===== src/core/scc_defs.svh =====
// Constant definitions for the serial controller clock and chip-select timing block
`ifndef SCC_DEFS_SVH
`define SCC_DEFS_SVH

// Field positions inside the word format input
`define SCC_PHASE_BIT        16
`define SCC_POL_BIT          17
`define SCC_PRESCALE_MSB     15
`define SCC_PRESCALE_LSB     8

// Word layout
`define SCC_WORD_BITS        16
`define SCC_LAST_EDGE        5'h1f

// Timing counts in bus clock cycles
`define SCC_SETUP_EXTRA      10'h002
`define SCC_SETUP_KEEP_EXTRA 10'h003
`define SCC_RELEASE_EXTRA    10'h001
`define SCC_PS0_PERIOD       9'h002

// Least serial clock period that software must keep, and the smallest safe prescale
`define SCC_CLK_PERIOD_NS      8
`define SCC_MIN_SCLK_PERIOD_NS 25
`define SCC_MIN_PRESCALE ((`SCC_MIN_SCLK_PERIOD_NS + `SCC_CLK_PERIOD_NS - 1) / `SCC_CLK_PERIOD_NS - 1)

`endif


===== src/core/scc_pkg.sv =====
// Types and shared arithmetic for the serial controller timing block
`include "scc_defs.svh"

package scc_pkg;

    typedef enum logic [1:0] {ST_IDLE, ST_SETUP, ST_SHIFT, ST_HOLD} scc_state_t;
    typedef logic [17:0] scc_fmt_t;   // Word format field group
    typedef logic [15:0] scc_word_t;  // One transfer word
    typedef logic [7:0]  scc_cnt8_t;  // Delay counts and prescale
    typedef logic [8:0]  scc_len_t;   // Serial clock period in bus cycles

    // Serial clock period in bus cycles from the prescale value
    function automatic scc_len_t scc_period_len(input scc_cnt8_t ps);
        scc_len_t len;
        len = (ps == 8'h00) ? `SCC_PS0_PERIOD : ({1'b0, ps} + 9'h001);
        return len;
    endfunction : scc_period_len

endpackage : scc_pkg


===== src/core/scc_div_if.sv =====
// Link between the sequencer and the serial clock half-period divider
`timescale 1ns/1ps

interface scc_div_if;
    logic            run;     // Divider counts while high
    logic [8:0]      half_a;  // First half length
    logic [8:0]      half_b;  // Second half length
    logic            tick;    // One-cycle strobe: toggle the clock now

    modport ctl (output run, output half_a, output half_b, input tick);
    modport div (input run, input half_a, input half_b, output tick);
endinterface : scc_div_if


===== src/core/scc_clk_div.sv =====
// Half-period divider that strobes each serial clock toggle after the first, which comes from the setup countdown
`timescale 1ns/1ps

module scc_clk_div (
    // Clock, reset, enable
    input  wire logic CLK_SYS_IN,
    input  wire logic RST_N_IN,
    input  wire logic CE_IN,
    // Sequencer link
    scc_div_if.div    dv
);
    import scc_pkg::*;

    logic [8:0] cnt_ff;      // Cycles spent in current half
    logic       sel_ff;      // Which half is running
    logic [8:0] half_len;    // Length of current half
    logic       last_cycle;  // Final cycle of current half

    // Halves alternate so odd periods split as evenly as possible
    assign half_len   = sel_ff ? dv.half_b : dv.half_a;
    assign last_cycle = (cnt_ff == (half_len - 9'h001));
    assign dv.tick    = dv.run & last_cycle;

    // Counter restarts from the first half whenever the run is dropped
    always_ff @(posedge CLK_SYS_IN) begin
        if (!RST_N_IN) begin
            cnt_ff <= 9'h000;
            sel_ff <= 1'b0;
        end else if (CE_IN) begin
            if (!dv.run) begin
                cnt_ff <= 9'h000;
                sel_ff <= 1'b0;
            end else if (last_cycle) begin
                cnt_ff <= 9'h000;
                sel_ff <= ~sel_ff;
            end else begin
                cnt_ff <= cnt_ff + 9'h001;
            end
        end
    end

endmodule : scc_clk_div


===== src/core/scc_ctrl_top.sv =====
// Controller-side serial port: clock generation, phase, polarity and chip-select timing
`timescale 1ns/1ps

module scc_ctrl_top (
    // Clock, reset, enable
    input  wire logic              CLK_SYS_IN,
    input  wire logic              RST_N_IN,
    input  wire logic              CE_IN,
    // Configuration
    input  wire logic              CTRL_SEL_IN,
    input  wire scc_pkg::scc_fmt_t WORD_FORMAT_IN,
    input  wire scc_pkg::scc_cnt8_t CS_TO_CLK_DELAY_IN,
    input  wire scc_pkg::scc_cnt8_t CLK_TO_CS_DELAY_IN,
    input  wire logic              CS_KEEP_ACTIVE_IN,
    // Word request and answer
    input  wire logic              START_IN,
    input  wire scc_pkg::scc_word_t TX_WORD_IN,
    output logic                   READY_OUT,
    output logic                   DONE_OUT,
    output scc_pkg::scc_word_t     RX_WORD_OUT,
    // Serial pins
    output logic                   SERIAL_CLK_OUT,
    output logic                   SERIAL_CLK_OE_N_OUT,
    output logic                   CTRL_OUT_DATA_OUT,
    output logic                   CTRL_OUT_DATA_OE_N_OUT,
    input  wire logic              PERIPH_OUT_DATA_IN,
    output logic                   CS_N_OUT
);
    import scc_pkg::*;

    scc_div_if dv ();

    scc_state_t state_ff, nxt_state;  // Sequencer state
    logic [9:0] cnt_ff, nxt_cnt;      // Setup and release countdown
    logic [4:0] edge_ff, nxt_edge;    // Index of the next clock edge
    logic       sclk_ff, nxt_sclk;    // Serial clock level
    logic       cs_n_ff, nxt_cs_n;    // Chip select, low active
    logic       dout_ff, nxt_dout;    // Outgoing data bit
    scc_word_t  shift_ff, nxt_shift;  // Outgoing word
    scc_word_t  rx_ff, nxt_rx;        // Incoming word
    logic       done_ff, nxt_done;    // Word finished strobe
    logic       oe_n_ff;              // Pin drive enable, low active
    logic       din_meta_ff;          // Synchroniser first stage
    logic       din_sync_ff;          // Synchroniser second stage
    // Configuration caught at the start of a word
    logic       pha_lat_ff, pol_lat_ff, keep_lat_ff;
    scc_len_t   n_lat_ff;
    scc_cnt8_t  c2t_lat_ff, t2c_lat_ff;

    // Field decode
    wire        fmt_pha   = WORD_FORMAT_IN[`SCC_PHASE_BIT];
    wire        fmt_pol   = WORD_FORMAT_IN[`SCC_POL_BIT];
    wire scc_cnt8_t fmt_ps = WORD_FORMAT_IN[`SCC_PRESCALE_MSB:`SCC_PRESCALE_LSB];
    wire scc_len_t fmt_n  = scc_period_len(fmt_ps);
    wire [9:0]  setup_len = {2'b00, CS_TO_CLK_DELAY_IN}
                          + (CS_KEEP_ACTIVE_IN ? `SCC_SETUP_KEEP_EXTRA : `SCC_SETUP_EXTRA);
    wire [8:0]  half_a    = {1'b0, n_lat_ff[8:1]};
    wire [9:0]  hold_len  = {1'b0, half_a} + {2'b00, t2c_lat_ff} + `SCC_RELEASE_EXTRA;
    wire        start_take = START_IN & READY_OUT;
    wire        edge_now  = ((state_ff == ST_SETUP) && (cnt_ff == 10'h000))
                          || ((state_ff == ST_SHIFT) && dv.tick);
    wire        leading   = ~edge_ff[0];
    wire        shift_now = (pha_lat_ff ? (leading && (edge_ff != 5'h00)) : !leading)
                          && (edge_ff != `SCC_LAST_EDGE);
    wire        sample_now = pha_lat_ff ? !leading : leading;

    // Divider link: halves of the latched period
    assign dv.run    = (state_ff == ST_SHIFT);
    assign dv.half_a = half_a;
    assign dv.half_b = n_lat_ff - half_a;

    scc_clk_div u_div (
        .CLK_SYS_IN (CLK_SYS_IN),
        .RST_N_IN   (RST_N_IN),
        .CE_IN      (CE_IN),
        .dv         (dv.div)
    );

    // Outputs
    assign READY_OUT              = (state_ff == ST_IDLE) && CTRL_SEL_IN;
    assign DONE_OUT               = done_ff;
    assign RX_WORD_OUT            = rx_ff;
    assign SERIAL_CLK_OUT         = sclk_ff;
    assign SERIAL_CLK_OE_N_OUT    = oe_n_ff;
    assign CTRL_OUT_DATA_OUT      = dout_ff;
    assign CTRL_OUT_DATA_OE_N_OUT = oe_n_ff;
    assign CS_N_OUT               = cs_n_ff;

    // Sequencer next state
    always_comb begin
        nxt_state = state_ff;
        nxt_cnt   = cnt_ff;
        nxt_edge  = edge_ff;
        nxt_sclk  = sclk_ff;
        nxt_cs_n  = cs_n_ff;
        nxt_dout  = dout_ff;
        nxt_shift = shift_ff;
        nxt_rx    = rx_ff;
        nxt_done  = 1'b0;
        unique case (state_ff)
            ST_IDLE: begin
                // Clock parked at the idle level
                nxt_sclk = fmt_pol;
                if (start_take) begin
                    nxt_state = ST_SETUP;
                    nxt_cs_n  = 1'b0;
                    nxt_cnt   = setup_len - 10'h001;
                    nxt_shift = TX_WORD_IN;
                    nxt_dout  = TX_WORD_IN[`SCC_WORD_BITS-1];
                    nxt_edge  = 5'h00;
                end
            end
            ST_SETUP: begin
                // Count down to the first clock edge
                if (cnt_ff != 10'h000) begin
                    nxt_cnt = cnt_ff - 10'h001;
                end
            end
            ST_SHIFT: begin
                // Edges come from the divider
            end
            ST_HOLD: begin
                // Keep select low, then release
                if (cnt_ff == 10'h000) begin
                    nxt_cs_n  = 1'b1;
                    nxt_state = ST_IDLE;
                    nxt_done  = 1'b1;
                end else begin
                    nxt_cnt = cnt_ff - 10'h001;
                end
            end
        endcase
        // Common edge work: toggle, shift out, sample in
        if (edge_now) begin
            nxt_sclk  = ~sclk_ff;
            nxt_edge  = edge_ff + 5'h01;
            nxt_state = ST_SHIFT;
            if (shift_now) begin
                nxt_shift = {shift_ff[14:0], 1'b0};
                nxt_dout  = shift_ff[14];
            end
            if (sample_now) begin
                nxt_rx = {rx_ff[14:0], din_sync_ff};
            end
            if (edge_ff == `SCC_LAST_EDGE) begin
                nxt_state = ST_HOLD;
                nxt_cnt   = hold_len - 10'h001;
            end
        end
    end

    // Sequencer registers
    always_ff @(posedge CLK_SYS_IN) begin
        if (!RST_N_IN) begin
            state_ff <= ST_IDLE;
            cnt_ff   <= 10'h000;
            edge_ff  <= 5'h00;
            sclk_ff  <= 1'b0;
            cs_n_ff  <= 1'b1;
            dout_ff  <= 1'b0;
            shift_ff <= 16'h0000;
            rx_ff    <= 16'h0000;
            done_ff  <= 1'b0;
        end else if (CE_IN) begin
            state_ff <= nxt_state;
            cnt_ff   <= nxt_cnt;
            edge_ff  <= nxt_edge;
            sclk_ff  <= nxt_sclk;
            cs_n_ff  <= nxt_cs_n;
            dout_ff  <= nxt_dout;
            shift_ff <= nxt_shift;
            rx_ff    <= nxt_rx;
            done_ff  <= nxt_done;
        end
    end

    // Config caught at start so mid-word edits cannot skew timing
    always_ff @(posedge CLK_SYS_IN) begin
        if (!RST_N_IN) begin
            pha_lat_ff  <= 1'b0;
            pol_lat_ff  <= 1'b0;
            keep_lat_ff <= 1'b0;
            n_lat_ff    <= `SCC_PS0_PERIOD;
            c2t_lat_ff  <= 8'h00;
            t2c_lat_ff  <= 8'h00;
        end else if (CE_IN && start_take) begin
            pha_lat_ff  <= fmt_pha;
            pol_lat_ff  <= fmt_pol;
            keep_lat_ff <= CS_KEEP_ACTIVE_IN;
            n_lat_ff    <= fmt_n;
            c2t_lat_ff  <= CS_TO_CLK_DELAY_IN;
            t2c_lat_ff  <= CLK_TO_CS_DELAY_IN;
        end
    end

    // Pin drive follows controller select; input pin synchronised
    always_ff @(posedge CLK_SYS_IN) begin
        if (!RST_N_IN) begin
            oe_n_ff     <= 1'b1;
            din_meta_ff <= 1'b0;
            din_sync_ff <= 1'b0;
        end else if (CE_IN) begin
            oe_n_ff     <= ~CTRL_SEL_IN;
            din_meta_ff <= PERIPH_OUT_DATA_IN;
            din_sync_ff <= din_meta_ff;
        end
    end

    // Checking helpers: cycles with select low, and gaps between toggles
    logic [9:0] since_cs_ff, gap_ff, prev_gap_ff;
    always_ff @(posedge CLK_SYS_IN) begin
        if (!RST_N_IN) begin
            since_cs_ff <= 10'h000;
            gap_ff      <= 10'h000;
            prev_gap_ff <= 10'h000;
        end else if (CE_IN) begin
            since_cs_ff <= cs_n_ff ? 10'h000 : since_cs_ff + 10'h001;
            gap_ff      <= edge_now ? 10'h001 : gap_ff + 10'h001;
            if (edge_now) begin
                prev_gap_ff <= gap_ff;
            end
        end
    end
endmodule : scc_ctrl_top


===== config.mk =====
export PLATFORM = sky130hd
export DESIGN_NAME = scc_ctrl_top
export DESIGN_NICKNAME = d
export VERILOG_FILES = /design/src/core/scc_pkg.sv /design/src/core/scc_div_if.sv /design/src/core/scc_clk_div.sv /design/src/core/scc_ctrl_top.sv
export VERILOG_INCLUDE_DIRS = /design/src /design/src/core
export SDC_FILE = /design/constraint.sdc
export NUM_CORES = 1
export LEC_CHECK = 0
export ABC_AREA = 0
export BUFFER_PORTS_ARGS = -buffer_cell sky130_fd_sc_hd__buf_2
export CAP_MARGIN = 20
export CORE_MARGIN = 2
export CORE_UTILIZATION = 60
export CTS_BUF_LIST = sky130_fd_sc_hd__clkbuf_4
export DETAILED_ROUTE_END_ITERATION = 8
export PLACE_DENSITY_LB_ADDON = 0.08
export REMOVE_ABC_BUFFERS = 1
export SLEW_MARGIN = 0
export SYNTH_ARGS = -nofsm -noshare
export SYNTH_HDL_FRONTEND = slang
export SYNTH_HIERARCHICAL = 1
export SYNTH_SLANG_ARGS = --single-unit

===== constraint.sdc =====
create_clock -name CLK_SYS_IN -period 5.2 [get_ports CLK_SYS_IN]
set_clock_uncertainty 0.2 [all_clocks]
set_input_delay 1.3 -clock CLK_SYS_IN [delete_from_list [all_inputs] [get_ports CLK_SYS_IN]]
set_output_delay 1.3 -clock CLK_SYS_IN [all_outputs]
set_load 0.005 [all_outputs]

==> implementation parameters <==
Parameter                              Value

Status
  Result of the run    finished, final reports clean

Synthesis
  Top FF cell, synth    dfxtp_1
  Sequential-to-total area share from yosys stat    30.16%
  Post-Synth Adder-Cell Area    6.859%
  Cell Area, Synth    0.005509 mm2
  Synth Area in Compound Gates    18.85%
  Number of standard cells after synthesis    687
  Share of synthesized cell area in and, or, nand and nor gates    26.23%
  Main combinational cell family by area after synthesis    simple AND/OR/NAND/NOR gates
  Count of flip-flops with a built-in enable after synthesis    0
  Flop and latch count out of synthesis    83
  XOR/XNOR share of the synthesized area    6.677%
  Count of cell types in the netlist    83
  Number of warnings reported in the yosys synthesis log    6
  Proportion of register bits with asynchronous set or reset after synthesis    0%
  Post-Synthesis Mean Instance Area    8.019 um2
  Multiplexer share of the synthesized area    5.769%

Final layout
  Post-Route Utilization    69.00%
  Share of final-layout standard cells stronger than drive strength 1    16.06%
  Final std cells w/o fill    855
  Area Growth Syn to Fin    10.29%
  Leading cell types in the layout, fill and taps excluded    83 x dfxtp_1, 83 x nand2_1, 71 x buf_2
  Count of filler cells inserted in the layout    758
  Total Nets Final    828
  Fin area    0.006076 mm2
  Ant. Diodes    0

Pwr
  Part of the power in combinational logic    20.3%
  Switching power share of the total    31.31%
  Largest vdd supply drop    0.2211 mV
  Power share of the clock group    29.8%
  Internal power summed over all cells    927.9 uW
  Static leakage    0.002535 uW
  Total power per unit cell area    222.3 mW/mm2
  Share of power burned in registers    49.9%
  Net load switching power    422.9 uW

CTS
  Insertion delay of the later-clocked pin in the worst-skew pair    0.44 ns
  TritonCTS sink count    83
  Maximum clock insertion buffer count    2
  H-tree depth    3
  CTS tree    done
  Clock Pin Slew Worst Setup and Hold Paths    0.14 ns
  Number of buffers created by CTS    9
  Hold buffers post-CTS    0
  Number of buffers inserted by post-CTS setup repair    0
  Post-cts resize count    0
  Root buffer selected by CTS    clkbuf_4

Global route
  Largest net degree at the start of global routing    46
  Sum of overflow across all layers after global routing    0
  Via count of the first global-routing pass    4981
  Global-route wire length before repair    22.87 mm
  Antenna violations before repair    0
  Overall fraction of global-route tracks in use    27.84%

Drt
  Overall routed net length    13.38 mm
  Count of unresolved DRC violations after routing    0
  Post-DRT Antenna Nets    0
  Average vias per placed instance    6.113
  Number of detailed-route iterations in the first pass    4
  Via count    5227
  DR WL/cell    15.65 um
  Violation count after the first detailed-routing iteration    316

STA
  Worst Max-Slew Pin Slew    0.8906 ns
  Maximum clock frequency    209.1 MHz
  Max transition margin    40.54%
  Setup_tns    0 ns
  Final max-slew violation count    0
  Final critical-path share of the clock period    91.95%
  Finish-stage setup viols    0
  Count of endpoints failing hold in the final timing report    0
  Unrepaired setup endpoints after global routing    no
  Worst Hold Slack    0.2703 ns
  Min Clock Period, post-route    4.781 ns

Setup path
  Data arrival time of the critical path    4.93 ns
  Largest driver fanout on the critical path    8
  Peak per-stage delay on the critical path    0.56 ns
  Worst Path Required    5.34 ns
  R2R setup slack    0.42 ns
  Buffering stage count on the worst path with inverters included    1
  Critical Path Slowest Stage Cell    dfxtp_1
  Class of the most critical setup path    flop to flop
  Cell-by-cell trace of the critical path    inv_1 -> fa_1 -> nor2b_1 -> o21ai_0 -> a21o_1 -> nand3b_1 -> xor2_1 -> mux2i_2 -> o21ai_1 -> or3_1 -> a221oi_1 -> and4_1 -> and3b_1 -> and2_1 -> or2_1 -> o21ai_1 -> a32o_1
  Nature of the critical path startpoint    flop
  Critical path capture point type    flop
  Cell family contributing the most delay on the critical path    simple AND/OR/NAND/NOR gates
  Most Frequent Cell on Critical Path    o21ai_1

Placed design
  Placed wire-length estimate after detailed placement    9.489 mm
  RD Place Congestion    0.9108
  Placed insts    838
  Placed Instance Area    0.005924 mm2
  Port buffer count    71

Floorplanning
  Die footprint    0.009964 mm2
  Initial standard-cell utilization of the core    62.56%
  Top Ports    80
  Placeable core region    0.008806 mm2
  Std-Cell Rows    34
  Die width    99.82 um
  Vert. Die Dim    99.82 um

Job
  Number of max-cap violations    0

Hold path
  Class of the most critical hold timing path    flop to flop
==> per-layer routing <==
metal  vias to the layer above  routed length [um]  track usage (%)
met5                         -                   0                0
met4                         0                 225            6.006
met3                        25                 665            4.875
met2                       155                6611            49.06
met1                      2472                5881            35.86
li1                       2575                   -                -
==> flip-flops by register name, summed over array words and instances (netlist names), 2 cells and up <==
name and flops:
RX_WORD_OUT 16, state_ff 2, edge_ff 5, shift_ff 15
u_div/cnt_ff 9, n_lat_ff 9, t2c_lat_ff 8, cnt_ff 10
==> through the flow <==
step | power [uW] | setup slack (ns)
finish | 1351 | 0.4187
global route | 1417 | 0.02107
global placement | 950.5 | 0.5607
floorplan | 868.1 | 0.3388
detailed placement | 957.0 | 0.5109
CTS | 1355 | 0.4891
==> cells by family (layout without fill, tap and decap cells) <==
| family | count (synthesis) | after routing |
|---|---|---|
| AO/OA/AOI/OAI | 145 | 145 |
| XOR/XNOR | 42 | 42 |
| adder cells (fa/ha/maj) | 29 | 29 |
| buffers and inverters | 72 | 132 |
| flip-flops | 83 | 83 |
| multiplexers | 31 | 31 |
| other | 1 | 1 |
| AND/OR/NAND/NOR | 284 | 284 |
==> cell type report <==
type / count / area [um2] / share of cell area (%)
Clock buffer: 11 / 82.58 / 1.359
Sequential cell: 83 / 1662 / 27.35
Tap cell: 108 / 135.1 / 2.224
Multi-Input combinational cell: 532 / 3566 / 58.69
Clock inverter: 5 / 61.31 / 1.009
Timing Repair Buffer: 83 / 445.4 / 7.331
Inverter: 33 / 123.9 / 2.039
==> Yosys cell counts, types with 7 or more instances <==
cell | number | area [um2]
nor3_1 | 13 | 65.06
nand3_1 | 38 | 190.2
xnor2_1 | 25 | 219.0
clkbuf_1 | 31 | 116.4
a22oi_1 | 8 | 60.06
dfxtp_1 | 83 | 1662
ha_1 | 27 | 337.8
mux2i_1 | 27 | 270.3
nor2b_1 | 8 | 50.05
o21ai_0 | 18 | 90.09
o31ai_1 | 19 | 142.6
and3_1 | 20 | 125.1
nor2_1 | 69 | 259.0
a21oi_1 | 31 | 155.2
nand4_1 | 7 | 43.79
inv_1 | 31 | 116.4
nand2_1 | 83 | 311.6
xor2_1 | 17 | 148.9
==> worst register-to-register path: cells and delay by family (launching register included) <==
kind | cells | cell delay, ns
mux | 1 | 0.28
flops | 1 | 0.56
simple gates | 7 | 1.73
xor+xnor | 1 | 0.07
fa+ha+maj | 1 | 0.47
buf+inv | 1 | 0.12
compound gates | 6 | 1.28
==> power by group through the flow <==
stage / Combinational [uW] / Sequential (uW) / Clock, uW
after floorplan: 186 / 682 / 0
after global placement: 264 / 686 / 0
after detailed placement: 270 / 687 / 0
after CTS: 271 / 673 / 410
after global routing: 304 / 677 / 436
final: 274 / 674 / 402
==> path summary, 6_finish.rpt <==
path,startpoint,to,depth (start not counted)
hold / removal,shift_ff[0]$_SDFFE_PN0P_,shift_ff[0]$_SDFFE_PN0P_,2
hold reg to reg,shift_ff[0]$_SDFFE_PN0P_,shift_ff[0]$_SDFFE_PN0P_,2
setup reg to reg,n_lat_ff[1]$_SDFFE_PN1P_,cnt_ff[1]$_SDFFE_PN0P_,17
setup / recovery,n_lat_ff[1]$_SDFFE_PN1P_,cnt_ff[1]$_SDFFE_PN0P_,17
No activity file was read; power rests on OpenSTA's default activity.
